File: src/include/sbtf_defs.svh
// register offsets, field positions, reset values and sizes of the spi unit
`ifndef SBTF_DEFS_SVH
`define SBTF_DEFS_SVH

// ============================================================
// register byte addresses
`define SBTF_ADDR_W 8
`define SBTF_OFS_CTRL1 8'h00
`define SBTF_OFS_CTRL2 8'h04
`define SBTF_OFS_BAUD 8'h08
`define SBTF_OFS_STATUS 8'h0C
`define SBTF_OFS_DATA 8'h14

// ============================================================
// control_register_one fields
`define SBTF_C1_GIE 7
`define SBTF_C1_SPE 6
`define SBTF_C1_TIE 5
`define SBTF_C1_MASTER_SELECT 4
`define SBTF_C1_CPOL 3
`define SBTF_C1_CLOCK_PHASE 2
`define SBTF_C1_SELECT_OUTPUT_ENABLE 1
`define SBTF_C1_LSB 0

// control two fields
`define SBTF_C2_FEN 4
`define SBTF_C2_BIDIR 0

// serial_status fields
`define SBTF_ST_RXF 7
`define SBTF_ST_TXE 5
`define SBTF_ST_MODE_FAULT_FLAG 4

// ============================================================
// reset values and counts
`define SBTF_CTRL1_RST 8'h04
`define SBTF_CTRL2_RST 8'h00
`define SBTF_BAUD_RST 8'h00
`define SBTF_DATA_RST 8'h00
`define SBTF_LAST_EDGE 4'hF
`define SBTF_RESP_OKAY 2'h0
`define SBTF_RESP_SLVERR 2'h2

`endif

File: src/include/sbtf_pkg.sv
// types shared by the spi unit and its bench
package sbtf_pkg;

    // ============================================================
    // axi4-lite request from the master
    typedef struct packed {
        logic awvalid;
        logic [7:0] awaddr;
        logic wvalid;
        logic [31:0] wdata;
        logic [3:0] wstrb;
        logic bready;
        logic arvalid;
        logic [7:0] araddr;
        logic rready;
    } sbtf_axi_req_t;

    // axi4-lite answer from the slave
    typedef struct packed {
        logic awready;
        logic wready;
        logic bvalid;
        logic [1:0] bresp;
        logic arready;
        logic rvalid;
        logic [31:0] rdata;
        logic [1:0] rresp;
    } sbtf_axi_rsp_t;

    // ============================================================
    // serial pins as seen by the unit
    typedef struct packed {
        logic sck;
        logic mosi;
        logic miso;
        logic ss_n;
    } sbtf_pin_in_t;

    // output enables are active low
    typedef struct packed {
        logic sck;
        logic sck_oe_n;
        logic mosi;
        logic mosi_oe_n;
        logic miso;
        logic miso_oe_n;
        logic ss_n;
        logic ss_oe_n;
    } sbtf_pin_out_t;

    // ============================================================
    // whole state of the unit
    typedef struct packed {
        logic [2:0] sck_s, ss_s, mi_s, mo_s;
        logic sck_f, ss_f, mi_f, mo_f;
        logic [7:0] ctrl1, ctrl2, baud;
        logic [7:0] tx_buf, rx_buf, shifter;
        logic tx_full, rx_full, mode_fault;
        logic tx_armed, rx_armed, mf_armed;
        logic busy;
        logic [3:0] edge_idx;
        logic sbit;
        logic [7:0] div;
        logic sck_out, ss_out, dout;
        logic sck_oe_n, mosi_oe_n, miso_oe_n, ss_oe_n;
        logic aw_have, w_have, wen;
        logic [7:0] awaddr, wdata;
        logic bvalid;
        logic [1:0] bresp;
        logic rvalid;
        logic [31:0] rdata;
        logic [1:0] rresp;
    } sbtf_state_t;

endpackage

File: src/hdl/sbtf_core.sv
// buffered spi data path, status flags and axi4-lite register slave
//
// Summary of operation
// - transfer end sets receive-full flag, status bit 7.
// - receive-full clears on status read with flag set, then data read.
// - transmit-empty, bit 5, set when buffer free; status read then write.
// - data write ignored unless status read first showed transmit-empty.
// - transmit-empty with transmit interrupt enable raises interrupt.
// - idle master moves written byte to shifter in the write cycle; flag stays set.
// - shift done, nothing queued: flag stays set, shifter not loaded.
// - mode fault on low select in master, fault enable 1, select out 0.
// - mode fault clears on status read showing it, then control one write.
// - status bits 6,3,2,1,0 read zero; status writes do nothing.
// - data read gives receive buffer, write loads transmit; reset zero.
// - master mode: queued byte starts transfer once shifter free.
// - free shifter takes queued byte, sets transmit-empty, starts shifting.
// - sample on one edge, shift half period later; eight clock cycles.
// - transfer end fills receive buffer; queued byte then starts next.
// - msb first by default, lsb first when bit order select set.
// - transmit and receive paths each double buffered.
// - unread receive buffer: new byte discarded, no overrun indication.
// - receive-full or mode fault with general enable raises interrupt.
// - mode fault drops master mode, disables clock driver and, unless bidirectional, data drivers.
`timescale 1ns/1ps
`include "sbtf_defs.svh"

module sbtf_core (
    // clock and reset
    input wire logic i_mclk,
    input wire logic i_rst,
    // axi4-lite register bus
    input wire sbtf_pkg::sbtf_axi_req_t i_axi,
    output sbtf_pkg::sbtf_axi_rsp_t o_axi,
    // serial pins
    input wire sbtf_pkg::sbtf_pin_in_t i_pin,
    output sbtf_pkg::sbtf_pin_out_t o_pin,
    // interrupt request
    output logic o_irq
);
    import sbtf_pkg::*;

    sbtf_state_t s;
    sbtf_state_t next_s;
    logic aw_hs, w_hs, ar_hs;
    logic spe, master_select, clock_phase, lsb, cpol, fen, select_output_enable, bidir;
    logic sck_edge, ss_fall, ss_rise, ev, sin, mf_cond;
    logic [7:0] rx_byte;

    // shift one bit in at the end opposite to the outgoing bit
    function automatic logic [7:0] shin(input logic [7:0] sh,
                                        input logic b, input logic lf);
        return lf ? {b, sh[7:1]} : {sh[6:0], b};
    endfunction

    // ============================================================
    // bus handshakes and control decode
    assign aw_hs = i_axi.awvalid & ~s.aw_have & ~s.bvalid;
    assign w_hs = i_axi.wvalid & ~s.w_have & ~s.bvalid;
    assign ar_hs = i_axi.arvalid & ~s.rvalid;
    assign o_axi.awready = ~s.aw_have & ~s.bvalid;
    assign o_axi.wready = ~s.w_have & ~s.bvalid;
    assign o_axi.bvalid = s.bvalid;
    assign o_axi.bresp = s.bresp;
    assign o_axi.arready = ~s.rvalid;
    assign o_axi.rvalid = s.rvalid;
    assign o_axi.rdata = s.rdata;
    assign o_axi.rresp = s.rresp;

    // interrupt is a level straight from the flags
    assign o_irq = (s.ctrl1[`SBTF_C1_GIE] & (s.rx_full | s.mode_fault))
                 | (s.ctrl1[`SBTF_C1_TIE] & ~s.tx_full);

    // pins come from flops only
    assign o_pin.sck = s.sck_out;
    assign o_pin.sck_oe_n = s.sck_oe_n;
    assign o_pin.mosi = s.dout;
    assign o_pin.mosi_oe_n = s.mosi_oe_n;
    assign o_pin.miso = s.dout;
    assign o_pin.miso_oe_n = s.miso_oe_n;
    assign o_pin.ss_n = s.ss_out;
    assign o_pin.ss_oe_n = s.ss_oe_n;

    // filtered pin edges: second and third stage must agree
    assign sck_edge = (s.sck_s[1] == s.sck_s[2]) & (s.sck_s[2] != s.sck_f);
    assign ss_fall = (s.ss_s[1] == s.ss_s[2]) & s.ss_f & ~s.ss_s[2];
    assign ss_rise = (s.ss_s[1] == s.ss_s[2]) & ~s.ss_f & s.ss_s[2];

    // ============================================================
    // next state
    always_comb begin
        next_s = s;
        // three-stage synchronisers and agreement filters
        next_s.sck_s = {s.sck_s[1:0], i_pin.sck};
        next_s.ss_s = {s.ss_s[1:0], i_pin.ss_n};
        next_s.mi_s = {s.mi_s[1:0], i_pin.miso};
        next_s.mo_s = {s.mo_s[1:0], i_pin.mosi};
        if (s.sck_s[1] == s.sck_s[2]) begin
            next_s.sck_f = s.sck_s[2];
        end
        if (s.ss_s[1] == s.ss_s[2]) begin
            next_s.ss_f = s.ss_s[2];
        end
        if (s.mi_s[1] == s.mi_s[2]) begin
            next_s.mi_f = s.mi_s[2];
        end
        if (s.mo_s[1] == s.mo_s[2]) begin
            next_s.mo_f = s.mo_s[2];
        end

        // write address and data are taken in either order
        if (aw_hs) begin
            next_s.aw_have = 1'b1;
            next_s.awaddr = i_axi.awaddr;
        end
        if (w_hs) begin
            next_s.w_have = 1'b1;
            next_s.wdata = i_axi.wdata[7:0];
            next_s.wen = i_axi.wstrb[0];
        end
        if (s.bvalid & i_axi.bready) begin
            next_s.bvalid = 1'b0;
        end
        if (s.rvalid & i_axi.rready) begin
            next_s.rvalid = 1'b0;
        end

        // register write, once both halves are present
        if (next_s.aw_have & next_s.w_have & ~s.bvalid) begin
            next_s.aw_have = 1'b0;
            next_s.w_have = 1'b0;
            next_s.bvalid = 1'b1;
            next_s.bresp = `SBTF_RESP_OKAY;
            if (next_s.awaddr == `SBTF_OFS_CTRL1) begin
                if (next_s.wen) begin
                    next_s.ctrl1 = next_s.wdata;
                end
                if (s.mf_armed) begin
                    next_s.mode_fault = 1'b0;
                end
                next_s.mf_armed = 1'b0;
            end else if (next_s.awaddr == `SBTF_OFS_CTRL2) begin
                if (next_s.wen) begin
                    next_s.ctrl2 = next_s.wdata;
                end
            end else if (next_s.awaddr == `SBTF_OFS_BAUD) begin
                if (next_s.wen) begin
                    next_s.baud = next_s.wdata;
                end
            end else if (next_s.awaddr == `SBTF_OFS_STATUS) begin
                next_s.bresp = `SBTF_RESP_OKAY;
            end else if (next_s.awaddr == `SBTF_OFS_DATA) begin
                // unarmed writes are dropped silently
                if (s.tx_armed & ~s.tx_full & next_s.wen) begin
                    next_s.tx_buf = next_s.wdata;
                    next_s.tx_full = 1'b1;
                end
                next_s.tx_armed = 1'b0;
            end else begin
                next_s.bresp = `SBTF_RESP_SLVERR;
            end
        end

        // register read with its side effects
        if (ar_hs) begin
            next_s.rvalid = 1'b1;
            next_s.rresp = `SBTF_RESP_OKAY;
            next_s.rdata = 32'h0000_0000;
            if (i_axi.araddr == `SBTF_OFS_CTRL1) begin
                next_s.rdata[7:0] = s.ctrl1;
            end else if (i_axi.araddr == `SBTF_OFS_CTRL2) begin
                next_s.rdata[7:0] = s.ctrl2;
            end else if (i_axi.araddr == `SBTF_OFS_BAUD) begin
                next_s.rdata[7:0] = s.baud;
            end else if (i_axi.araddr == `SBTF_OFS_STATUS) begin
                // unused bits stay zero
                next_s.rdata[`SBTF_ST_RXF] = s.rx_full;
                next_s.rdata[`SBTF_ST_TXE] = ~s.tx_full;
                next_s.rdata[`SBTF_ST_MODE_FAULT_FLAG] = s.mode_fault;
                next_s.rx_armed = s.rx_full;
                next_s.tx_armed = ~s.tx_full;
                next_s.mf_armed = s.mode_fault;
            end else if (i_axi.araddr == `SBTF_OFS_DATA) begin
                next_s.rdata[7:0] = s.rx_buf;
                if (s.rx_armed) begin
                    next_s.rx_full = 1'b0;
                end
                next_s.rx_armed = 1'b0;
            end else begin
                next_s.rresp = `SBTF_RESP_SLVERR;
            end
        end

        // control fields after any write this cycle
        spe = next_s.ctrl1[`SBTF_C1_SPE];
        clock_phase = next_s.ctrl1[`SBTF_C1_CLOCK_PHASE];
        cpol = next_s.ctrl1[`SBTF_C1_CPOL];
        lsb = next_s.ctrl1[`SBTF_C1_LSB];
        select_output_enable = next_s.ctrl1[`SBTF_C1_SELECT_OUTPUT_ENABLE];
        fen = next_s.ctrl2[`SBTF_C2_FEN];
        bidir = next_s.ctrl2[`SBTF_C2_BIDIR];

        // mode fault: set wins over a clear in the same cycle
        mf_cond = spe & s.ctrl1[`SBTF_C1_MASTER_SELECT] & fen & ~select_output_enable & ~s.ss_f;
        if (mf_cond) begin
            next_s.mode_fault = 1'b1;
            next_s.ctrl1[`SBTF_C1_MASTER_SELECT] = 1'b0;
            next_s.busy = 1'b0;
        end
        master_select = next_s.ctrl1[`SBTF_C1_MASTER_SELECT];

        // serial edge source: own divider as master, pin as slave
        ev = 1'b0;
        if (master_select & s.busy) begin
            ev = (s.div == 8'h00);
            next_s.div = ev ? s.baud : s.div - 8'h01;
        end else if (~master_select & s.busy) begin
            ev = sck_edge;
        end
        sin = master_select ? s.mi_f : s.mo_f;
        rx_byte = shin(s.shifter, clock_phase ? sin : s.sbit, lsb);

        // sample on one edge, shift on the next
        if (ev & next_s.busy & spe) begin
            next_s.sck_out = ~s.sck_out;
            if (s.edge_idx[0] == clock_phase) begin
                next_s.sbit = sin;
            end else if (~(clock_phase & (s.edge_idx == 4'h0))) begin
                next_s.shifter = shin(s.shifter, s.sbit, lsb);
            end
            if (s.edge_idx == `SBTF_LAST_EDGE) begin
                // a full receive buffer loses the new byte quietly
                if (~next_s.rx_full) begin
                    next_s.rx_buf = rx_byte;
                    next_s.rx_full = 1'b1;
                end
                next_s.shifter = rx_byte;
                next_s.edge_idx = 4'h0;
                // slave in phase 1 may run on while select stays low
                next_s.busy = ~master_select & clock_phase & ~s.ss_f;
                if (next_s.busy & next_s.tx_full) begin
                    next_s.shifter = next_s.tx_buf;
                    next_s.tx_full = 1'b0;
                end
            end else begin
                next_s.edge_idx = s.edge_idx + 4'h1;
            end
        end

        // master start: shifter free and a byte queued
        if (spe & master_select & ~next_s.busy & next_s.tx_full) begin
            next_s.shifter = next_s.tx_buf;
            next_s.tx_full = 1'b0;
            next_s.busy = 1'b1;
            next_s.edge_idx = 4'h0;
            next_s.div = s.baud;
            next_s.sck_out = cpol;
        end

        // slave start and abort follow the select line
        if (spe & ~master_select & ss_fall & ~s.busy) begin
            next_s.busy = 1'b1;
            next_s.edge_idx = 4'h0;
            if (next_s.tx_full) begin
                next_s.shifter = next_s.tx_buf;
                next_s.tx_full = 1'b0;
            end
        end
        if (~master_select & ss_rise) begin
            next_s.busy = 1'b0;
        end
        if (~spe) begin
            next_s.busy = 1'b0;
        end
        if (~master_select | ~next_s.busy) begin
            next_s.sck_out = cpol;
        end

        // pin drivers; fault keeps the data pin drivers only when bidirectional
        next_s.dout = lsb ? next_s.shifter[0] : next_s.shifter[7];
        next_s.sck_oe_n = ~(spe & master_select);
        next_s.mosi_oe_n = ~(spe & (master_select | (bidir & next_s.mode_fault)));
        next_s.miso_oe_n = ~(spe & ~master_select & ~next_s.ss_f
                             & (bidir | ~next_s.mode_fault));
        next_s.ss_oe_n = ~(spe & master_select & fen & select_output_enable);
        next_s.ss_out = ~(master_select & next_s.busy);
    end

    // ============================================================
    // state register; select synchroniser starts deselected
    always_ff @(posedge i_mclk or posedge i_rst) begin
        if (i_rst) begin
            s <= '0;
            s.ss_s <= 3'h7;
            s.ss_f <= 1'b1;
            s.ctrl1 <= `SBTF_CTRL1_RST;
            s.ctrl2 <= `SBTF_CTRL2_RST;
            s.baud <= `SBTF_BAUD_RST;
            s.tx_buf <= `SBTF_DATA_RST;
            s.rx_buf <= `SBTF_DATA_RST;
            s.ss_out <= 1'b1;
            s.sck_oe_n <= 1'b1;
            s.mosi_oe_n <= 1'b1;
            s.miso_oe_n <= 1'b1;
            s.ss_oe_n <= 1'b1;
        end else begin
            s <= next_s;
        end
    end

endmodule

File: config.mk
export PLATFORM = sky130hd
export DESIGN_NAME = sbtf_core
export DESIGN_NICKNAME = d
export VERILOG_FILES = /design/src/include/sbtf_pkg.sv /design/src/hdl/sbtf_core.sv
export VERILOG_INCLUDE_DIRS = /design/src /design/src/include
export SDC_FILE = /design/constraint.sdc
export NUM_CORES = 1
export LEC_CHECK = 0
export BUFFER_PORTS_ARGS = -buffer_cell sky130_fd_sc_hd__buf_4
export CAP_MARGIN = 15
export CORE_MARGIN = 5
export CORE_UTILIZATION = 51
export DETAILED_ROUTE_END_ITERATION = 6
export PLACE_DENSITY = 0.77
export SYNTH_ARGS = -nofsm -noshare
export SYNTH_HDL_FRONTEND = slang
export SYNTH_SLANG_ARGS = --single-unit
File: constraint.sdc
create_clock -name i_mclk -period 3.31 [get_ports i_mclk]
set_input_delay 0.331 -clock i_mclk [delete_from_list [all_inputs] [get_ports i_mclk]]
set_output_delay 0.331 -clock i_mclk [all_outputs]
set_load 0.01 [all_outputs]
# Word-level counts from Yosys, hierarchy flattened
# Index checks and enable logic that the tools add are counted.
dict set report op_classes {
  add_sub_neg 2
  n_eq_ne 15
  n_mux 103
  n_bitwise 77
  n_reduce_logical 16
}
# operator n
set ops {}
lappend ops {{$mux W8} 20}
lappend ops {{$mux W1} 47}
lappend ops {{$and A1 B1 Y1} 46}
lappend ops {{$mux W9} 5}
lappend ops {{$mux W35} 1}
lappend ops {{$eq A8 B4 Y1 const B} 4}
lappend ops {{$mux W31} 1}
lappend ops {{$mux W2} 13}
lappend ops {{$not A1 Y1} 26}
lappend ops {{$logic_not A8 Y1} 3}
lappend ops {{$mux W24} 1}
lappend ops {{$mux W10} 2}
lappend ops {{$eq A8 B3 Y1 const B} 2}
lappend ops {{$eq A8 B5 Y1 const B} 2}
lappend ops {{$mux W16} 1}
lappend ops {{$mux W3} 5}
lappend ops {{$mux W7} 2}
lappend ops {{$mux W6} 2}
lappend ops {{$mux W5} 2}
lappend ops {{$reduce_and A5 Y1} 2}
lappend ops {{$reduce_bool A2 Y1} 4}
lappend ops {{$sub A8 B1 Y8 const B} 1}
lappend ops {{$reduce_and A3 Y1} 2}
lappend ops {{$reduce_bool A3 Y1} 2}
lappend ops {{9 further kinds} 17}
dict set report totals {
  ff_bits 124
  inputBits 63
}

# Longest topological paths before layout
dict set report depth {
  depth_word 34
  mapped_depth 14
}

# Worst setup path before layout
# Ideal clock, no wire load.
dict set report synth_timing {
  path_type {register to register}
  startpoint {reg s (netlist bit o_axi[38])}
  endpoint {reg s[64] in the netlist's numbering}
  arrival_time_ns 3.189
  required_ns 3.241
  setup_slack_ns 0.052
  path_stages_with_launch 14
  path_buffers 3
  path_cell_list {dfrtp_1 buf_6 or3b_1 buf_2 nor4b_4 o211a_1 buf_6 mux2i_2 o21ai_4 nor2_4 inv_2 o32a_4 or3_1 nand3_1}
}
dict set report synth_via {
  elab_chain_len 22
  elab_cells_between_ends 56
  cone_classes {4 x eq/ne; 27 x mux; 23 x bitwise; 2 x reduce/logical}
}
# element line_no
set synth_lines {}
lappend synth_lines {{start, declared} sbtf_core.sv:42} ;# sbtf_state_t s;
lappend synth_lines {{start signal, assigned} sbtf_core.sv:306} ;# s <= next_s;
lappend synth_lines {{$not A1 Y1 *} {sbtf_core.sv:57, sbtf_core.sv:58, sbtf_core.sv:128}}
lappend synth_lines {{$and A1 B1 Y1, on equally long branches} {sbtf_core.sv:57, sbtf_core.sv:58}}
lappend synth_lines {{$mux W8 (tied with other cells)} sbtf_core.sv:111} ;# if (aw_hs) begin
lappend synth_lines {{$eq A8 B3 Y1 (no line) (tied with other cells)} --}
lappend synth_lines {{$mux W8 (tied with other cells)} sbtf_core.sv:141} ;# end else if (next_s.awaddr == `SBTF_OFS_CTRL2) begin
lappend synth_lines {{$mux W24 / $mux W31 (equally long branches)} {sbtf_core.sv:133, sbtf_core.sv:128}}
lappend synth_lines {{$mux W31 / $and A1 B1 Y1 (equally long branches)} {sbtf_core.sv:128, sbtf_core.sv:203}}
lappend synth_lines {{$and A1 B1 Y1 (3 in a row)} sbtf_core.sv:203} ;# mf_cond = spe & s.ctrl1[`SBTF_C1_MASTER_SELECT] & fen & ~select_output_enable & ~s.ss_f;
lappend synth_lines {{[2 not listed]} --}
lappend synth_lines {{$and A1 B1 Y1} sbtf_core.sv:216} ;# end else if (~master_select & s.busy) begin
lappend synth_lines {{$mux W1} sbtf_core.sv:216}
lappend synth_lines {{$mux W1} sbtf_core.sv:213} ;# if (master_select & s.busy) begin
lappend synth_lines {{$and A1 B1 Y1 (2 in a row)} sbtf_core.sv:223} ;# if (ev & next_s.busy & spe) begin
lappend synth_lines {{$mux W6} sbtf_core.sv:223}
lappend synth_lines {{$not A1 Y1} sbtf_core.sv:250} ;# if (spe & master_select & ~next_s.busy & next_s.tx_full) begin
lappend synth_lines {{$and A1 B1 Y1 (2 in a row)} sbtf_core.sv:250}
lappend synth_lines {{$mux W9 / $reduce_bool A2 Y1 (equally long branches)} --}
# Mark *: on every way between the ends. The rest lies on a longest branch, timed or not. The select of a mux whose other input is x is not followed.
# A chain may end at the register's enable or synchronous reset.

# Final worst setup path
dict set report layout_timing {
  startpoint {reg s[56] in the netlist's numbering}
  endpoint {reg s[64] in the netlist's numbering}
}
dict set report layout_via {
  elab_chain_len 23
  elab_cells_between_ends 50
  cone_classes {4 x eq/ne; 22 x mux; 22 x bitwise; 2 x reduce/logical}
}
# element line_no
set layout_lines {}
lappend layout_lines {{$not A1 Y1} sbtf_core.sv:57} ;# assign aw_hs = i_axi.awvalid & ~s.aw_have & ~s.bvalid;
lappend layout_lines {{$and A1 B1 Y1 (2 in a row)} sbtf_core.sv:57}
lappend layout_lines {{$mux W8 / $mux W1 (equally long branches)} sbtf_core.sv:111}
lappend layout_lines {{$eq A8 B3 Y1 (no line) (tied with other cells)} --}
lappend layout_lines {{$mux W8 (tied with other cells)} sbtf_core.sv:141}
lappend layout_lines {{$mux W24 / $mux W31 (equally long branches)} {sbtf_core.sv:133, sbtf_core.sv:128}}
lappend layout_lines {{$mux W31 / $and A1 B1 Y1 (equally long branches)} {sbtf_core.sv:128, sbtf_core.sv:203}}
lappend layout_lines {{$and A1 B1 Y1 (3 in a row)} sbtf_core.sv:203}
lappend layout_lines {{[2 not listed]} --}
lappend layout_lines {{$and A1 B1 Y1} sbtf_core.sv:216}
lappend layout_lines {{$mux W1} sbtf_core.sv:216}
lappend layout_lines {{$mux W1} sbtf_core.sv:213}
lappend layout_lines {{$and A1 B1 Y1 (2 in a row)} sbtf_core.sv:223}
lappend layout_lines {{$mux W6} sbtf_core.sv:223}
lappend layout_lines {{$not A1 Y1} sbtf_core.sv:250}
lappend layout_lines {{$and A1 B1 Y1 (2 in a row)} sbtf_core.sv:250}
lappend layout_lines {{$mux W9 / $reduce_bool A2 Y1 (equally long branches)} --}
# Several ways; a longest one is shown, not always the timed one. The select of a mux whose other input is x is not followed.

==> metrics <==
Layout area overhead=24.3%; part of the cycle the worst path needs=0.970; die area=14800 um2; Worst Path Arrival=3.56 ns; Setup Crit Path Kind=register to register; placeable core region=12100 um2; Critical Path Max Stage Delay=0.45 ns; time the worst path needs with I/O delays and setup=3.21 ns; Crit path top cell by count=buf_4; count of final hold-check violations=0; DR vias/cell=5.54; first drt pass iteration count=5; timing-limited maximum frequency=0.312 GHz; routed wire length=15.9 mm; DRT iter0 DRCs=371; DRC=0; number of flops mapped to enable cells by yosys=0; number of antenna violations at the first check in global routing=1; critical path launch point type=register; Final Max Slew Viols=0; total CTS buffers=17; combined area of the multi-input logic cells=2900 um2; cell area after synthesis=6340 um2; fraction of layout cells with a size suffix above 1=0.336; setup skew after layout=0.00816 ns; critical path peak fanout=7; endpoint class of the critical path=register; Gate Count Post-Synth=600; H-tree depth reported by CTS=4; Least-Margin Pin Slew=0.861 ns; library cells used by synthesis=84; async set or reset register ratio after synthesis=1.00; commonest cells after routing, fill and taps aside=buf_4 (117), dfrtp_1 (112), nand2_1 (66); post-route worst hold slack=0.0198 ns; clock input transition at the sequential cells of the worst setup and hold paths=0.06 ns; synthesized flop and latch total=122; Post-layout nets=767; first-pass GRT wire length=25.9 mm; height of the chip=121 um; Row Count=40; most used flip-flop cell after synthesis=dfrtp_1; result of the run=finished clean; relative slew slack=0.425; count of hold-fix buffers inserted at cts=0; HPWL Detailed=11.9 mm; area occupied by registers=3070 um2; YS warnings=0; number of global-route vias before repair=5019; mean cell area of the mapped netlist=10.6 um2; fill cell count=957; Final Setup Violations=0; worst ir drop on vdd=0.501 mV; share of the yosys chip area belonging to registers=0.484; list of cells traversed by the critical path=or3b_1 -> buf_4 -> mux2_4 -> o211ai_4 -> and3_1 -> o21ai_2 -> o21a_1 -> buf_4 -> o32a_4 -> or3_1 -> nand3_1; accumulated negative setup slack=0 ns; count of maximum capacitance violations=0; initial standard-cell utilization of the core=0.523; residual antenna-violating net count after detailed routing=0; slowest stage cell on the critical path=or3b_1; clock latency at the later pin of the worst-skew pair=0.42 ns; count of boundary I/O pins=113; largest net degree at the start of global routing=79; Final Total Pwr=0.00581 W; average wire length per cell after detail routing=18.0 um; all-layer global routing usage=0.226; library cell used as clock root buffer=clkbuf_16; Routability Congestion=0.894; leakage power summed over all cells=3.67 nW; required time at the worst-slack endpoint=3.66 ns; diode count=0; die width=121 um; count of vias placed by the detailed router=4890; most common cell after layout, fill and taps aside=buf_4; largest buffer count on any clock path=2; input/output buffers=59; unrepaired setup endpoints after global routing=false; TritonCTS clock tree=done; Hold/Removal Path Class=input pin to register; total global routing overflow=0; power density cells=738 nW/um2; TritonCTS sink count=122
==> state kept, by name (all words and copies together) (netlist names) <==
name	cells
next_s	8
o_pin	7
o_axi	12
s	95
==> cell usage after synthesis (all sizes together) (4+ instances only) <==
cell     count  share of area
a21oi       27          0.022
mux2i       27          0.045
nor2        39          0.025
dfrtp      112           0.44
nor3        12          0.012
clkbuf       8         0.0047
dfstp       10          0.041
inv         32          0.019
o21ai       46          0.039
a22o         8          0.011
nor3b        6         0.0079
or3          5         0.0057
nand2b       5         0.0049
buf         55          0.065
nand3        9         0.0071
nand2       66          0.039
nor4         4         0.0039
o2bb2ai      4         0.0055
o31ai        4         0.0069
mux2        34          0.062
and2         5         0.0049
o22ai        5         0.0049
a222oi       5         0.0079
or4          4         0.0053
==> power breakdown <==
part	total (W)	switching, W	internal [W]
Clock	0.00202	0.000695	0.00133
Combinational	0.00173	0.000955	0.000779
Sequential	0.00205	0.000240	0.00181
Total	0.00581	0.00189	0.00392
==> what timing repair did <==
action	4_1_cts	5_1_grt
gates resized for setup	0	22
setup endpoints to repair	0	30
setup buffers	0	4
==> per-layer routing <==
layer | global-route usage | part of all wire
met1 | 0.287 | 0.42
met5 | 0 | 0.00088
met2 | 0.376 | 0.51
met4 | 0.0637 | 0.013
met3 | 0.0643 | 0.063
==> worst paths after layout <==
| kind | depth (start not counted) | slack (ns) | from | end |
|---|---|---|---|---|
| min in group asynchronous | 2 | 0.09 | i_rst | next_s[141] |
| worst min-delay path | 1 | 0.02 | i_pin[0] | next_s[143] |
| worst max register to register | 11 | 0.10 | s[56] | s[64] |
| worst max-delay path | 11 | 0.10 | s[56] | s[64] |
| max in group asynchronous | 3 | 2.34 | i_rst | o_pin[0] |
| worst min register to register | 0 | 0.35 | next_s[146] | next_s[147] |
==> worst max-delay path, delay by kind of cell (launching register included) <==
| family | cells | cell delay, ns |
|---|---|---|
| AO/OA/AOI/OAI | 4 | 0.88 |
| buffers and inverters | 2 | 0.37 |
| flip-flops | 1 | 0.37 |
| multiplexers | 1 | 0.33 |
| AND/OR/NAND/NOR | 4 | 1.18 |
==> cell families after synthesis <==
group / synth area share
adders and majority gates: 0.0107
DFF: 0.484
other: 0.000592
and+or+nand+nor: 0.149
muxes: 0.115
AOI/OAI and AO/OA: 0.149
xor gates and xnor gates: 0.00415
buffers and inverters: 0.0890
==> stage by stage <==
stage          cell area [um2]  worst slack (ns)  utilization  cells
4_1_cts                   7750           0.00269        0.640    878
6_report                  7880             0.101        0.650    882
2_1_floorplan             6430            0.0519            -    625
5_1_grt                   7880          0.000578        0.650    882
3_5_place_dp              7090           0.00437        0.586    846
3_3_place_gp              7090            0.0372        0.586    846
==> area by class of cell <==
| type | count | area share |
|---|---|---|
| tap | 168 | 0.0267 |
| clock inverter | 12 | 0.0237 |
| multi-input combinational | 407 | 0.368 |
| sequential | 122 | 0.389 |
| timing repair buffer | 120 | 0.117 |
| clock buffer | 20 | 0.0593 |
| inverter | 33 | 0.0162 |
(Power assumes the default switching activity.)
